==> src/verilog/samdu_pkg.sv <==
package samdu_pkg;
    // ------------------------------------------------------------
    // word timing
    // ------------------------------------------------------------
    localparam int unsigned WORD_BITS = 24;
    localparam logic [4:0] P_FIRST = 5'h01;
    localparam logic [4:0] P_SECOND = 5'h02;
    localparam logic [4:0] P_SIGN = 5'h17;
    localparam logic [4:0] P_LAST = 5'h18;

    // ------------------------------------------------------------
    // opcodes (octal 14..17, 31, 32, 75)
    // ------------------------------------------------------------
    localparam logic [5:0] OP_ADD = 6'h0c;
    localparam logic [5:0] OP_SUB = 6'h0d;
    localparam logic [5:0] OP_DADD = 6'h0e;
    localparam logic [5:0] OP_DSUB = 6'h0f;
    localparam logic [5:0] OP_DIV = 6'h19;
    localparam logic [5:0] OP_MUL = 6'h1a;
    localparam logic [5:0] OP_OVF_TEST = 6'h3d;
    localparam int unsigned OPCODE_BIT_TWO = 1;

    // ------------------------------------------------------------
    // register port map and status field positions
    // ------------------------------------------------------------
    localparam logic [3:0] ADDR_A = 4'h0;
    localparam logic [3:0] ADDR_B = 4'h4;
    localparam logic [3:0] ADDR_C = 4'h8;
    localparam logic [3:0] ADDR_STATUS = 4'hc;
    localparam int unsigned ST_BUSY = 0;
    localparam int unsigned ST_OVERFLOW = 1;
    localparam int unsigned ST_PARITY = 2;
    localparam int unsigned ST_CARRY = 3;
    localparam logic [23:0] WORD_RESET = 24'h000000;

    // ------------------------------------------------------------
    // carriers
    // ------------------------------------------------------------
    typedef struct packed {
        logic valid;
        logic [5:0] opcode;
        logic [4:0] sectors;
    } samdu_cmd_t;

    typedef struct packed {
        logic [3:0] addr;
        logic [31:0] wdata;
        logic wr;
        logic rd;
    } samdu_bus_t;
endpackage

==> src/verilog/samdu_serial_adder.sv <==
`timescale 1ns/1ps
module samdu_serial_adder (
    input wire logic clk_sys_i,
    input wire logic reset_i,
    input wire logic en_i,
    input wire logic x_i,
    input wire logic y_i,
    input wire logic carry_set_i,
    input wire logic carry_clr_i,
    output logic sum_o,
    output logic carry_o
);
    logic carry_q;
    logic carry_in;

    // a set this cycle already feeds the current bit
    assign carry_in = carry_set_i | carry_q;
    assign sum_o = x_i ^ y_i ^ carry_in;
    assign carry_o = carry_q;

    // carry: clear wins at word end, else generate/kill/propagate
    always_ff @(posedge clk_sys_i or posedge reset_i) begin
        if (reset_i) begin
            carry_q <= 1'b0;
        end else if (carry_clr_i) begin
            carry_q <= 1'b0;
        end else if (en_i) begin
            if (x_i && y_i) begin
                carry_q <= 1'b1;
            end else if (!x_i && !y_i) begin
                carry_q <= 1'b0;
            end else begin
                carry_q <= carry_in;
            end
        end else if (carry_set_i) begin
            carry_q <= 1'b1;
        end
    end
endmodule // samdu_serial_adder

==> src/verilog/samdu_unit.sv <==
// The strobed register port and the register addresses were left to the implementer.
`timescale 1ns/1ps
// What this block does
// - opcodes 14-17 add or subtract memory into A, or B then A when double
// - memory bit enters true for 14 and 16, inverted for 15 and 17
// - register operand is B for 16 and 17, A for 14 and 15
// - double forms clear opcode bit two after the first sector
// - carry cleared before execution, set at its start for 15 and 17
// - overflow set at sign time when like-signed inputs give unlike sum
// - overflow-test opcode 75 clears the overflow flag
// - add opcodes check memory parity; odd parity sets error and halts
// - opcode 32 multiplies C by B, AB shifting right each sector
// - first-sector flag false in first sector, set at its pulse 24
// - bit pair 00 or 11 adds zero, 01 adds C, 10 subtracts C
// - add-code flag set at P1 on early 0 current 1, cleared at P24
// - subtract-code flag set at P1 on early 1 current 0, sets carry
// - first multiply sector gates register operand off, clearing A
// - lowest position of B is held clear in all recirculation
// - B shifts right; A end bit caught at P2, put into B at P23
// - first sector repeats B sign into P23; C sign extends into P24
// - last sector sign pair adds zero, leaving half product in AB
// - opcode 31 divides AB by C, shifting left, quotient bits into B
// - subtract flag set when A and C signs match, at read and each sector
// - divide with subtract flag sets carry at P1, clears it at P24
// - divide sum delayed one bit into A; B left end bit enters A right
module samdu_unit (
    input wire logic clk_sys_i,
    input wire logic reset_i,
    input wire samdu_pkg::samdu_cmd_t cmd_i,
    input wire logic mem_bit_i,
    input wire samdu_pkg::samdu_bus_t bus_i,
    output logic [31:0] rdata_o,
    output logic cmd_ready_o,
    output logic busy_o,
    output logic halt_o,
    output logic overflow_o,
    output logic [4:0] pulse_o
);
    // ------------------------------------------------------------
    // helpers
    // ------------------------------------------------------------
    function automatic logic [23:0] samdu_rot(input logic [23:0] v, input logic [4:0] n);
        logic [47:0] w;
        w = {v, v} >> n;
        return w[23:0];
    endfunction

    function automatic logic is_add_op(input logic [5:0] op);
        return op[5:2] == samdu_pkg::OP_ADD[5:2];
    endfunction

    typedef enum logic [1:0] {
        SAMDU_IDLE = 2'b00,
        SAMDU_READ = 2'b01,
        SAMDU_EXEC = 2'b10
    } samdu_state_t;

    samdu_state_t state_q;
    logic [4:0] pulse_q;
    logic [23:0] a_q, b_q, c_q;
    logic [5:0] op_q;
    logic [4:0] sect_q;
    logic overflow_flag, parity_error_flag, first_sector_flag;
    logic add_code_flag, subtract_code_flag, shift_link_bit, sum_delay_bit;
    logic b_delay_q, par_q;
    logic adder_operand_one, adder_operand_two, adder_sum_bit, adder_carry_flag;
    logic carry_set, carry_clr, adder_en;
    logic a_in, b_in, c_in;
    logic p1, p2, p23, p24, exec, accept, is_add, is_mul, is_div, last_sect, quot;
    logic a_current_bit, a_early_bit, b_current_bit, b_early_bit, c_current_bit;
    logic [4:0] rot_wr, rot_rd;
    logic [23:0] rd_word;

    assign p1 = pulse_q == samdu_pkg::P_FIRST;
    assign p2 = pulse_q == samdu_pkg::P_SECOND;
    assign p23 = pulse_q == samdu_pkg::P_SIGN;
    assign p24 = pulse_q == samdu_pkg::P_LAST;
    assign a_current_bit = a_q[0];
    assign a_early_bit = a_q[1];
    assign b_current_bit = b_q[0];
    assign b_early_bit = b_q[1];
    assign c_current_bit = c_q[0];
    assign exec = state_q == SAMDU_EXEC;
    assign is_add = exec && is_add_op(op_q);
    assign is_mul = exec && op_q == samdu_pkg::OP_MUL;
    assign is_div = exec && op_q == samdu_pkg::OP_DIV;
    assign last_sect = sect_q == 5'h01;
    assign cmd_ready_o = state_q == SAMDU_IDLE && p23 && !parity_error_flag;
    assign accept = cmd_ready_o && cmd_i.valid;
    assign busy_o = state_q != SAMDU_IDLE;
    assign halt_o = parity_error_flag;
    assign overflow_o = overflow_flag;
    assign pulse_o = pulse_q;

    // ------------------------------------------------------------
    // pulse time counter, 1..24
    // ------------------------------------------------------------
    always_ff @(posedge clk_sys_i or posedge reset_i) begin
        if (reset_i) begin
            pulse_q <= samdu_pkg::P_FIRST;
        end else if (p24) begin
            pulse_q <= samdu_pkg::P_FIRST;
        end else begin
            pulse_q <= pulse_q + 5'h01;
        end
    end

    // ------------------------------------------------------------
    // command phases: read ends at P24, execution by sectors
    // ------------------------------------------------------------
    always_ff @(posedge clk_sys_i or posedge reset_i) begin
        if (reset_i) begin
            state_q <= SAMDU_IDLE;
            op_q <= 6'h00;
            sect_q <= 5'h00;
        end else if (accept) begin
            state_q <= SAMDU_READ;
            op_q <= cmd_i.opcode;
            if (is_add_op(cmd_i.opcode)) begin
                sect_q <= cmd_i.opcode[samdu_pkg::OPCODE_BIT_TWO] ? 5'h02 : 5'h01;
            end else if (cmd_i.opcode == samdu_pkg::OP_MUL || cmd_i.opcode == samdu_pkg::OP_DIV) begin
                sect_q <= (cmd_i.sectors == 5'h00) ? 5'h01 : cmd_i.sectors;
            end else begin
                sect_q <= 5'h01;
            end
        end else if (p24) begin
            unique case (state_q)
                SAMDU_READ: state_q <= SAMDU_EXEC;
                SAMDU_EXEC: begin
                    if (last_sect || (is_add && (par_q ^ mem_bit_i))) begin
                        state_q <= SAMDU_IDLE;
                    end
                    sect_q <= sect_q - 5'h01;
                    op_q[samdu_pkg::OPCODE_BIT_TWO] <= op_q[samdu_pkg::OPCODE_BIT_TWO]
                        & ~is_add;
                end
                default: state_q <= SAMDU_IDLE;
            endcase
        end
    end

    // ------------------------------------------------------------
    // adder operands
    // ------------------------------------------------------------
    always_comb begin
        adder_operand_one = 1'b0;
        adder_operand_two = 1'b0;
        if (is_add) begin
            adder_operand_one = mem_bit_i ^ op_q[0];
            adder_operand_two = op_q[1] ? b_current_bit : a_current_bit;
        end else if (is_mul) begin
            if (p1) begin
                adder_operand_one = (!b_early_bit && b_current_bit && c_current_bit)
                    || (b_early_bit && !b_current_bit && !c_current_bit);
            end else begin
                adder_operand_one = (add_code_flag && c_current_bit)
                    || (subtract_code_flag && !c_current_bit);
            end
            if (first_sector_flag) begin
                adder_operand_two = p24 ? a_current_bit : a_early_bit;
            end
        end else if (is_div) begin
            adder_operand_one = subtract_code_flag ^ c_current_bit;
            adder_operand_two = a_current_bit;
        end
    end

    // carry control
    assign carry_set = (state_q == SAMDU_READ && p24 && is_add_op(op_q) && op_q[0])
        || (is_mul && p1 && b_early_bit && !b_current_bit)
        || (is_div && p1 && subtract_code_flag);
    assign carry_clr = accept || ((is_mul || is_div) && p24);
    assign adder_en = is_mul || is_div || (is_add && !p24);

    samdu_serial_adder u_adder (
        .clk_sys_i(clk_sys_i),
        .reset_i(reset_i),
        .en_i(adder_en),
        .x_i(adder_operand_one),
        .y_i(adder_operand_two),
        .carry_set_i(carry_set),
        .carry_clr_i(carry_clr),
        .sum_o(adder_sum_bit),
        .carry_o(adder_carry_flag)
    );

    // ------------------------------------------------------------
    // overflow and parity flags; hardware set wins over clear
    // ------------------------------------------------------------
    always_ff @(posedge clk_sys_i or posedge reset_i) begin
        if (reset_i) begin
            overflow_flag <= 1'b0;
        end else if (is_add && !op_q[1] && p23
                     && adder_operand_one == adder_operand_two
                     && adder_sum_bit != adder_operand_one) begin
            overflow_flag <= 1'b1;
        end else if (exec && op_q == samdu_pkg::OP_OVF_TEST && p23) begin
            overflow_flag <= 1'b0;
        end
    end

    always_ff @(posedge clk_sys_i or posedge reset_i) begin
        if (reset_i) begin
            par_q <= 1'b0;
            parity_error_flag <= 1'b0;
        end else begin
            par_q <= (is_add && !p24) ? (par_q ^ mem_bit_i) : 1'b0;
            if (is_add && p24 && (par_q ^ mem_bit_i)) begin
                parity_error_flag <= 1'b1;
            end else if (bus_i.wr && bus_i.addr == samdu_pkg::ADDR_STATUS
                         && bus_i.wdata[samdu_pkg::ST_PARITY]) begin
                parity_error_flag <= 1'b0;
            end
        end
    end

    // ------------------------------------------------------------
    // sequencing flip-flops for multiply and divide
    // ------------------------------------------------------------
    always_ff @(posedge clk_sys_i or posedge reset_i) begin
        if (reset_i) begin
            first_sector_flag <= 1'b0;
            add_code_flag <= 1'b0;
            subtract_code_flag <= 1'b0;
        end else begin
            if (accept) begin
                first_sector_flag <= 1'b0;
            end else if ((is_mul || is_div) && p24) begin
                first_sector_flag <= 1'b1;
            end
            if (is_mul && p24) begin
                add_code_flag <= 1'b0;
            end else if (is_mul && p1 && !b_early_bit && b_current_bit) begin
                add_code_flag <= 1'b1;
            end
            if (accept) begin
                subtract_code_flag <= cmd_i.opcode == samdu_pkg::OP_DIV
                    && a_current_bit == c_current_bit;
            end else if (is_div && p24) begin
                subtract_code_flag <= sum_delay_bit == c_current_bit;
            end else if (is_mul && p24) begin
                subtract_code_flag <= 1'b0;
            end else if (is_mul && p1 && b_early_bit && !b_current_bit) begin
                subtract_code_flag <= 1'b1;
            end
        end
    end

    // link, delay and sign-history bits
    always_ff @(posedge clk_sys_i or posedge reset_i) begin
        if (reset_i) begin
            shift_link_bit <= 1'b0;
            sum_delay_bit <= 1'b0;
            b_delay_q <= 1'b0;
        end else begin
            b_delay_q <= b_current_bit;
            sum_delay_bit <= adder_sum_bit;
            if (is_mul && !first_sector_flag) begin
                shift_link_bit <= b_early_bit;
            end else if (is_mul && p2) begin
                shift_link_bit <= a_current_bit;
            end else if (is_div && p24) begin
                shift_link_bit <= b_delay_q;
            end
        end
    end

    // ------------------------------------------------------------
    // register input bits
    // ------------------------------------------------------------
    assign quot = first_sector_flag ? subtract_code_flag : !subtract_code_flag;

    always_comb begin
        a_in = a_current_bit;
        b_in = b_current_bit;
        if (is_add && !p24) begin
            if (op_q[1]) begin
                b_in = adder_sum_bit;
            end else begin
                a_in = adder_sum_bit;
            end
        end else if (is_mul) begin
            a_in = adder_sum_bit;
            if (p23) begin
                b_in = shift_link_bit;
            end else if (!p24) begin
                b_in = b_early_bit;
            end
        end else if (is_div) begin
            a_in = p2 ? shift_link_bit : sum_delay_bit;
            if (p2) begin
                b_in = quot;
            end else if (!p24) begin
                b_in = b_delay_q;
            end
        end
        if (p1) begin
            a_in = is_div ? 1'b0 : a_in;
            b_in = 1'b0;
        end
    end

    // sign slot is read from the register itself, so a port write never leaves it stale
    assign c_in = p24 ? c_q[23] : c_current_bit;

    // ------------------------------------------------------------
    // recirculating registers and register port
    // ------------------------------------------------------------
    assign rot_wr = p24 ? 5'h00 : pulse_q;
    assign rot_rd = p1 ? 5'h00 : 5'h19 - pulse_q;

    always_ff @(posedge clk_sys_i or posedge reset_i) begin
        if (reset_i) begin
            a_q <= samdu_pkg::WORD_RESET;
            b_q <= samdu_pkg::WORD_RESET;
            c_q <= samdu_pkg::WORD_RESET;
        end else begin
            a_q <= {a_in, a_q[23:1]};
            b_q <= {b_in, b_q[23:1]};
            c_q <= {c_in, c_q[23:1]};
            if (bus_i.wr && !busy_o) begin
                unique case (bus_i.addr)
                    samdu_pkg::ADDR_A: a_q <= samdu_rot(bus_i.wdata[23:0], rot_wr);
                    samdu_pkg::ADDR_B: b_q <= samdu_rot({bus_i.wdata[23:1], 1'b0}, rot_wr);
                    samdu_pkg::ADDR_C: c_q <= samdu_rot({bus_i.wdata[22], bus_i.wdata[22:0]},
                        rot_wr);
                    default: ;
                endcase
            end
        end
    end

    // read data one cycle after the strobe, unmapped reads zero
    always_comb begin
        unique case (bus_i.addr)
            samdu_pkg::ADDR_A: rd_word = samdu_rot(a_q, rot_rd);
            samdu_pkg::ADDR_B: rd_word = samdu_rot(b_q, rot_rd);
            samdu_pkg::ADDR_C: rd_word = samdu_rot(c_q, rot_rd);
            samdu_pkg::ADDR_STATUS: rd_word = {20'h00000, adder_carry_flag,
                parity_error_flag, overflow_flag, busy_o};
            default: rd_word = 24'h000000;
        endcase
    end

    always_ff @(posedge clk_sys_i or posedge reset_i) begin
        if (reset_i) begin
            rdata_o <= 32'h00000000;
        end else if (bus_i.rd) begin
            rdata_o <= {8'h00, rd_word};
        end
    end
endmodule // samdu_unit

==> config.mk <==
export PLATFORM = sky130hd
export DESIGN_NAME = samdu_unit
export DESIGN_NICKNAME = d
export VERILOG_FILES = /design/src/verilog/samdu_pkg.sv /design/src/verilog/samdu_serial_adder.sv /design/src/verilog/samdu_unit.sv
export SDC_FILE = /design/constraint.sdc
export NUM_CORES = 1
export LEC_CHECK = 0
export BUFFER_PORTS_ARGS = -buffer_cell sky130_fd_sc_hd__buf_2
export CORE_UTILIZATION = 30
export DETAILED_ROUTE_END_ITERATION = 8
export SYNTH_ARGS = -nofsm -noshare
export SYNTH_HDL_FRONTEND = slang
export SYNTH_SLANG_ARGS = --single-unit
==> constraint.sdc <==
create_clock -name clk_sys_i -period 12.29 [get_ports clk_sys_i]
set_clock_uncertainty 0.1 [all_clocks]
set_input_delay 1.229 -clock clk_sys_i [delete_from_list [all_inputs] [get_ports clk_sys_i]]
set_output_delay 1.229 -clock clk_sys_i [all_outputs]
set_load 0.03 [all_outputs]
==> results.yml <==
placement:
  dpl.hpwl_mm: 29.2
  place.gp.congestion: 0.952
  portBuffers: 77
timing:
  finalSetupViolations: 0
  period_minus_slack_ns: 4.71
  period_share: 0.383
  holdWs_ns: 0.380
  maxSlewHeadroom: 0.196
  fmax_mhz: 212
  hold_viol: 0
  slew_viol_final: 0
  setup_tns_ns: 0
  rsz0062_at_grt: "no"
  tightestPinTransition_ns: 1.20
worst_setup_path:
  startpoint_type: "flop"
  r2r_slack_ns: 7.58
  r2r-start: "pulse_o[2]"
  end_kind: "flop"
  setup.worst_path.class: "reg2reg"
  crit_start: "pulse_o[2]"
  critPathArrivalTime_ns: 4.90
  cp-endpoint: "rdata_o[0]"
  required_ns: 12.48
  cp_max_fo: 52
  r2r_cells: 10
  r2r-end: "rdata_o[0]"
clock_tree:
  cts_resized: 0
  htreeDepth: 4
  cts_made_buffers: 17
  cts_max_path_buffers: 2
  cts_hold_buf: 0
  root_buffer: "clkbuf_16"
  insertion_delay_ns: 0.43
  clk_pin_slew_ns: 0.06
  cts_tree: "done"
  post-cts-setup-buffers: 0
  cts.sinks: 124
pwr:
  p_total_uw: 1350
  ir_worst_vdd_v: 0.0000860
  p_leak_uw: 0.00525
  power.density_mw_per_mm2: 112
logic_synthesis:
  synth_cells: 1355
  synth_top_area_cell: "dfrtp_1"
  ys_warn_count: 0
  synth_area_mm2: 0.0108
  yosys_most_used_dff: "dfrtp_1"
  async_flop_share: 1.00
  ys_seq_area_frac: 0.288
  synth_edf_count: 0
  yosysTopAreaCellShare: 0.285
  syn_area_per_cell_um2: 7.97
  synth.distinct_cells: 89
  synth-seq-cells: 124
  synth_area_leaders: "dfrtp_1 (29%), mux2i_1 (9.5%), o21ai_0 (5.9%)"
finish:
  antennaDiodeCount: 0
  area_delta_synth_final_pct: 11.6
  drive_gt1_frac: 0.129
  utilization: 0.339
  final_nets: 1417
floorplan:
  die_w_um: 192
  die_h_um: 192
  pin_count: 94
  fp.coreArea_mm2: 0.0355
  num_rows: 69
  dieArea_mm2: 0.0367
  initial_core_util: 0.304
drt:
  first_pass_iters: 6
  routed_via_density: 6.03
  dr.first_iter.drc_count: 1079
  wire_per_inst_um: 21.7
  vias: 11000
  drc_errors: 0
  ant_nets: 0
  wl_mm: 39.7
grt:
  grt_max_degree: 76
  grt_use_total: 0.215
  grt_first_pass_wirelength_mm: 60.9
  grt_pass1_vias: 9949
  antenna_found_initial: 0
  grt_overflow: 0
min_path:
  hold_class: "reg2reg"
run:
  cap_viol_max_count: 0
outcome:
  outcome: "complete, no violations"
cell usage after synthesis, types with 5 or more instances:
library cell	instances
ha_1	9
buf_1	10
or3_1	6
and3_1	9
o211ai_1	11
o2bb2ai_1	6
nand2b_1	7
a2111oi_0	19
nor2_1	99
a31oi_1	30
a2bb2oi_1	7
nor2b_1	34
nor4_1	6
a211o_1	11
mux2_2	11
buf_2	20
inv_1	13
dfrtp_1	123
nand2_1	153
o21ai_1	5
mux2i_1	102
and2_1	14
o21a_1	9
a21o_1	20
o22a_1	5
a22o_1	14
a21boi_0	11
o21ai_0	127
a211oi_1	33
o31ai_1	9
xnor2_1	12
nand3_1	55
nor3_1	26
a21oi_1	77
clkbuf_1	84
a221o_1	10
o22ai_1	8
o221ai_1	17
buf_4	10
nand4_1	8
a221oi_1	5
a22oi_1	22
registers in the layout, indices dropped and copies added (netlist names), 2 cells and up:
| register | cells |
|---|---|
| a_q | 24 |
| b_q | 24 |
| c_q | 24 |
| op_q | 6 |
| pulse_o | 5 |
| rdata_o | 24 |
| sect_q | 5 |
| state_q | 2 |
layer usage:
layer,share of wire,up-vias,track usage
li1,-,5088,-
met1,0.47,5343,0.318
met2,0.44,538,0.321
met3,0.072,53,0.0307
met4,0.020,0,0.0617
met5,0,-,0
placed cells by master, fill, tap and decap left out, drive strengths merged, types with 18 or more instances in the layout:
cell,n
a2111oi,19
a211oi,34
a21o,20
a21oi,77
a22oi,24
a31oi,30
buf,101
clkbuf,19
dfrtp,123
inv,18
mux2i,104
nand2,154
nand3,55
nor2,101
nor2b,34
nor3,26
o21ai,132
worst min-delay path by stage:
| stage | startpoint | end | slack [ns] | cells past startpoint |
|---|---|---|---|---|
| CTS | c_q[5] | c_q[4] | 0.39 | 2 |
| global route | b_q[11] | b_q[10] | 0.41 | 1 |
| finish | c_q[5] | c_q[4] | 0.38 | 2 |
| detailed placement | c_q[4] | c_q[3] | 0.37 | 2 |
| global placement | c_q[5] | c_q[4] | 0.36 | 2 |
| floorplan | b_q[12] | b_q[11] | 0.34 | 2 |
critical path: stages, from the launching register on:
cell and delay, ns:
dfrtp_2 0.34, buf_4 0.47, clkinv_1 0.94, ha_1 0.54, xor2_1 0.25, nand2_1 0.62
nor2_1 0.53, o21ai_0 0.26, a41o_1 0.27, o31ai_1 0.07, o221ai_1 0.14
per-stage QoR:
step	std cells	worst slack, ns	area, µm²
3_5_place_dp	1796	7.75	11400
3_3_place_gp	1796	7.76	11400
2_1_floorplan	1362	7.66	10800
6_report	1828	7.58	12000
5_1_grt	1828	7.27	12000
4_1_cts	1828	7.71	12000
logic make-up after synthesis:
logic type               count (synthesis)  share of synthesized area
AO/OA/AOI/OAI                          501                      0.319
AND/OR/NAND/NOR                        440                      0.192
buffers and inverters                  144                     0.0598
adder cells (fa/ha/maj)                 10                     0.0123
flip-flops                             124                      0.288
XOR/XNOR                                16                     0.0130
other                                    1                   0.000347
multiplexers                           119                      0.116
area by class of cell:
type                       count  area, µm²
fill                        3716      23400
clock buffer                  19        443
inverter                      16       62.6
clock inverter                13        209
multi-input combinational   1094       7080
tap                          461        577
timing repair buffer         101        566
sequential                   124       3110
report_power, final:
| part | switching (µW) | internal, µW | total (µW) |
|---|---|---|---|
| logic | 171 | 102 | 273 |
| registers | 46.1 | 453 | 500 |
| clock network | 208 | 367 | 575 |
Note: power is estimated with default switching activity, not from simulation.
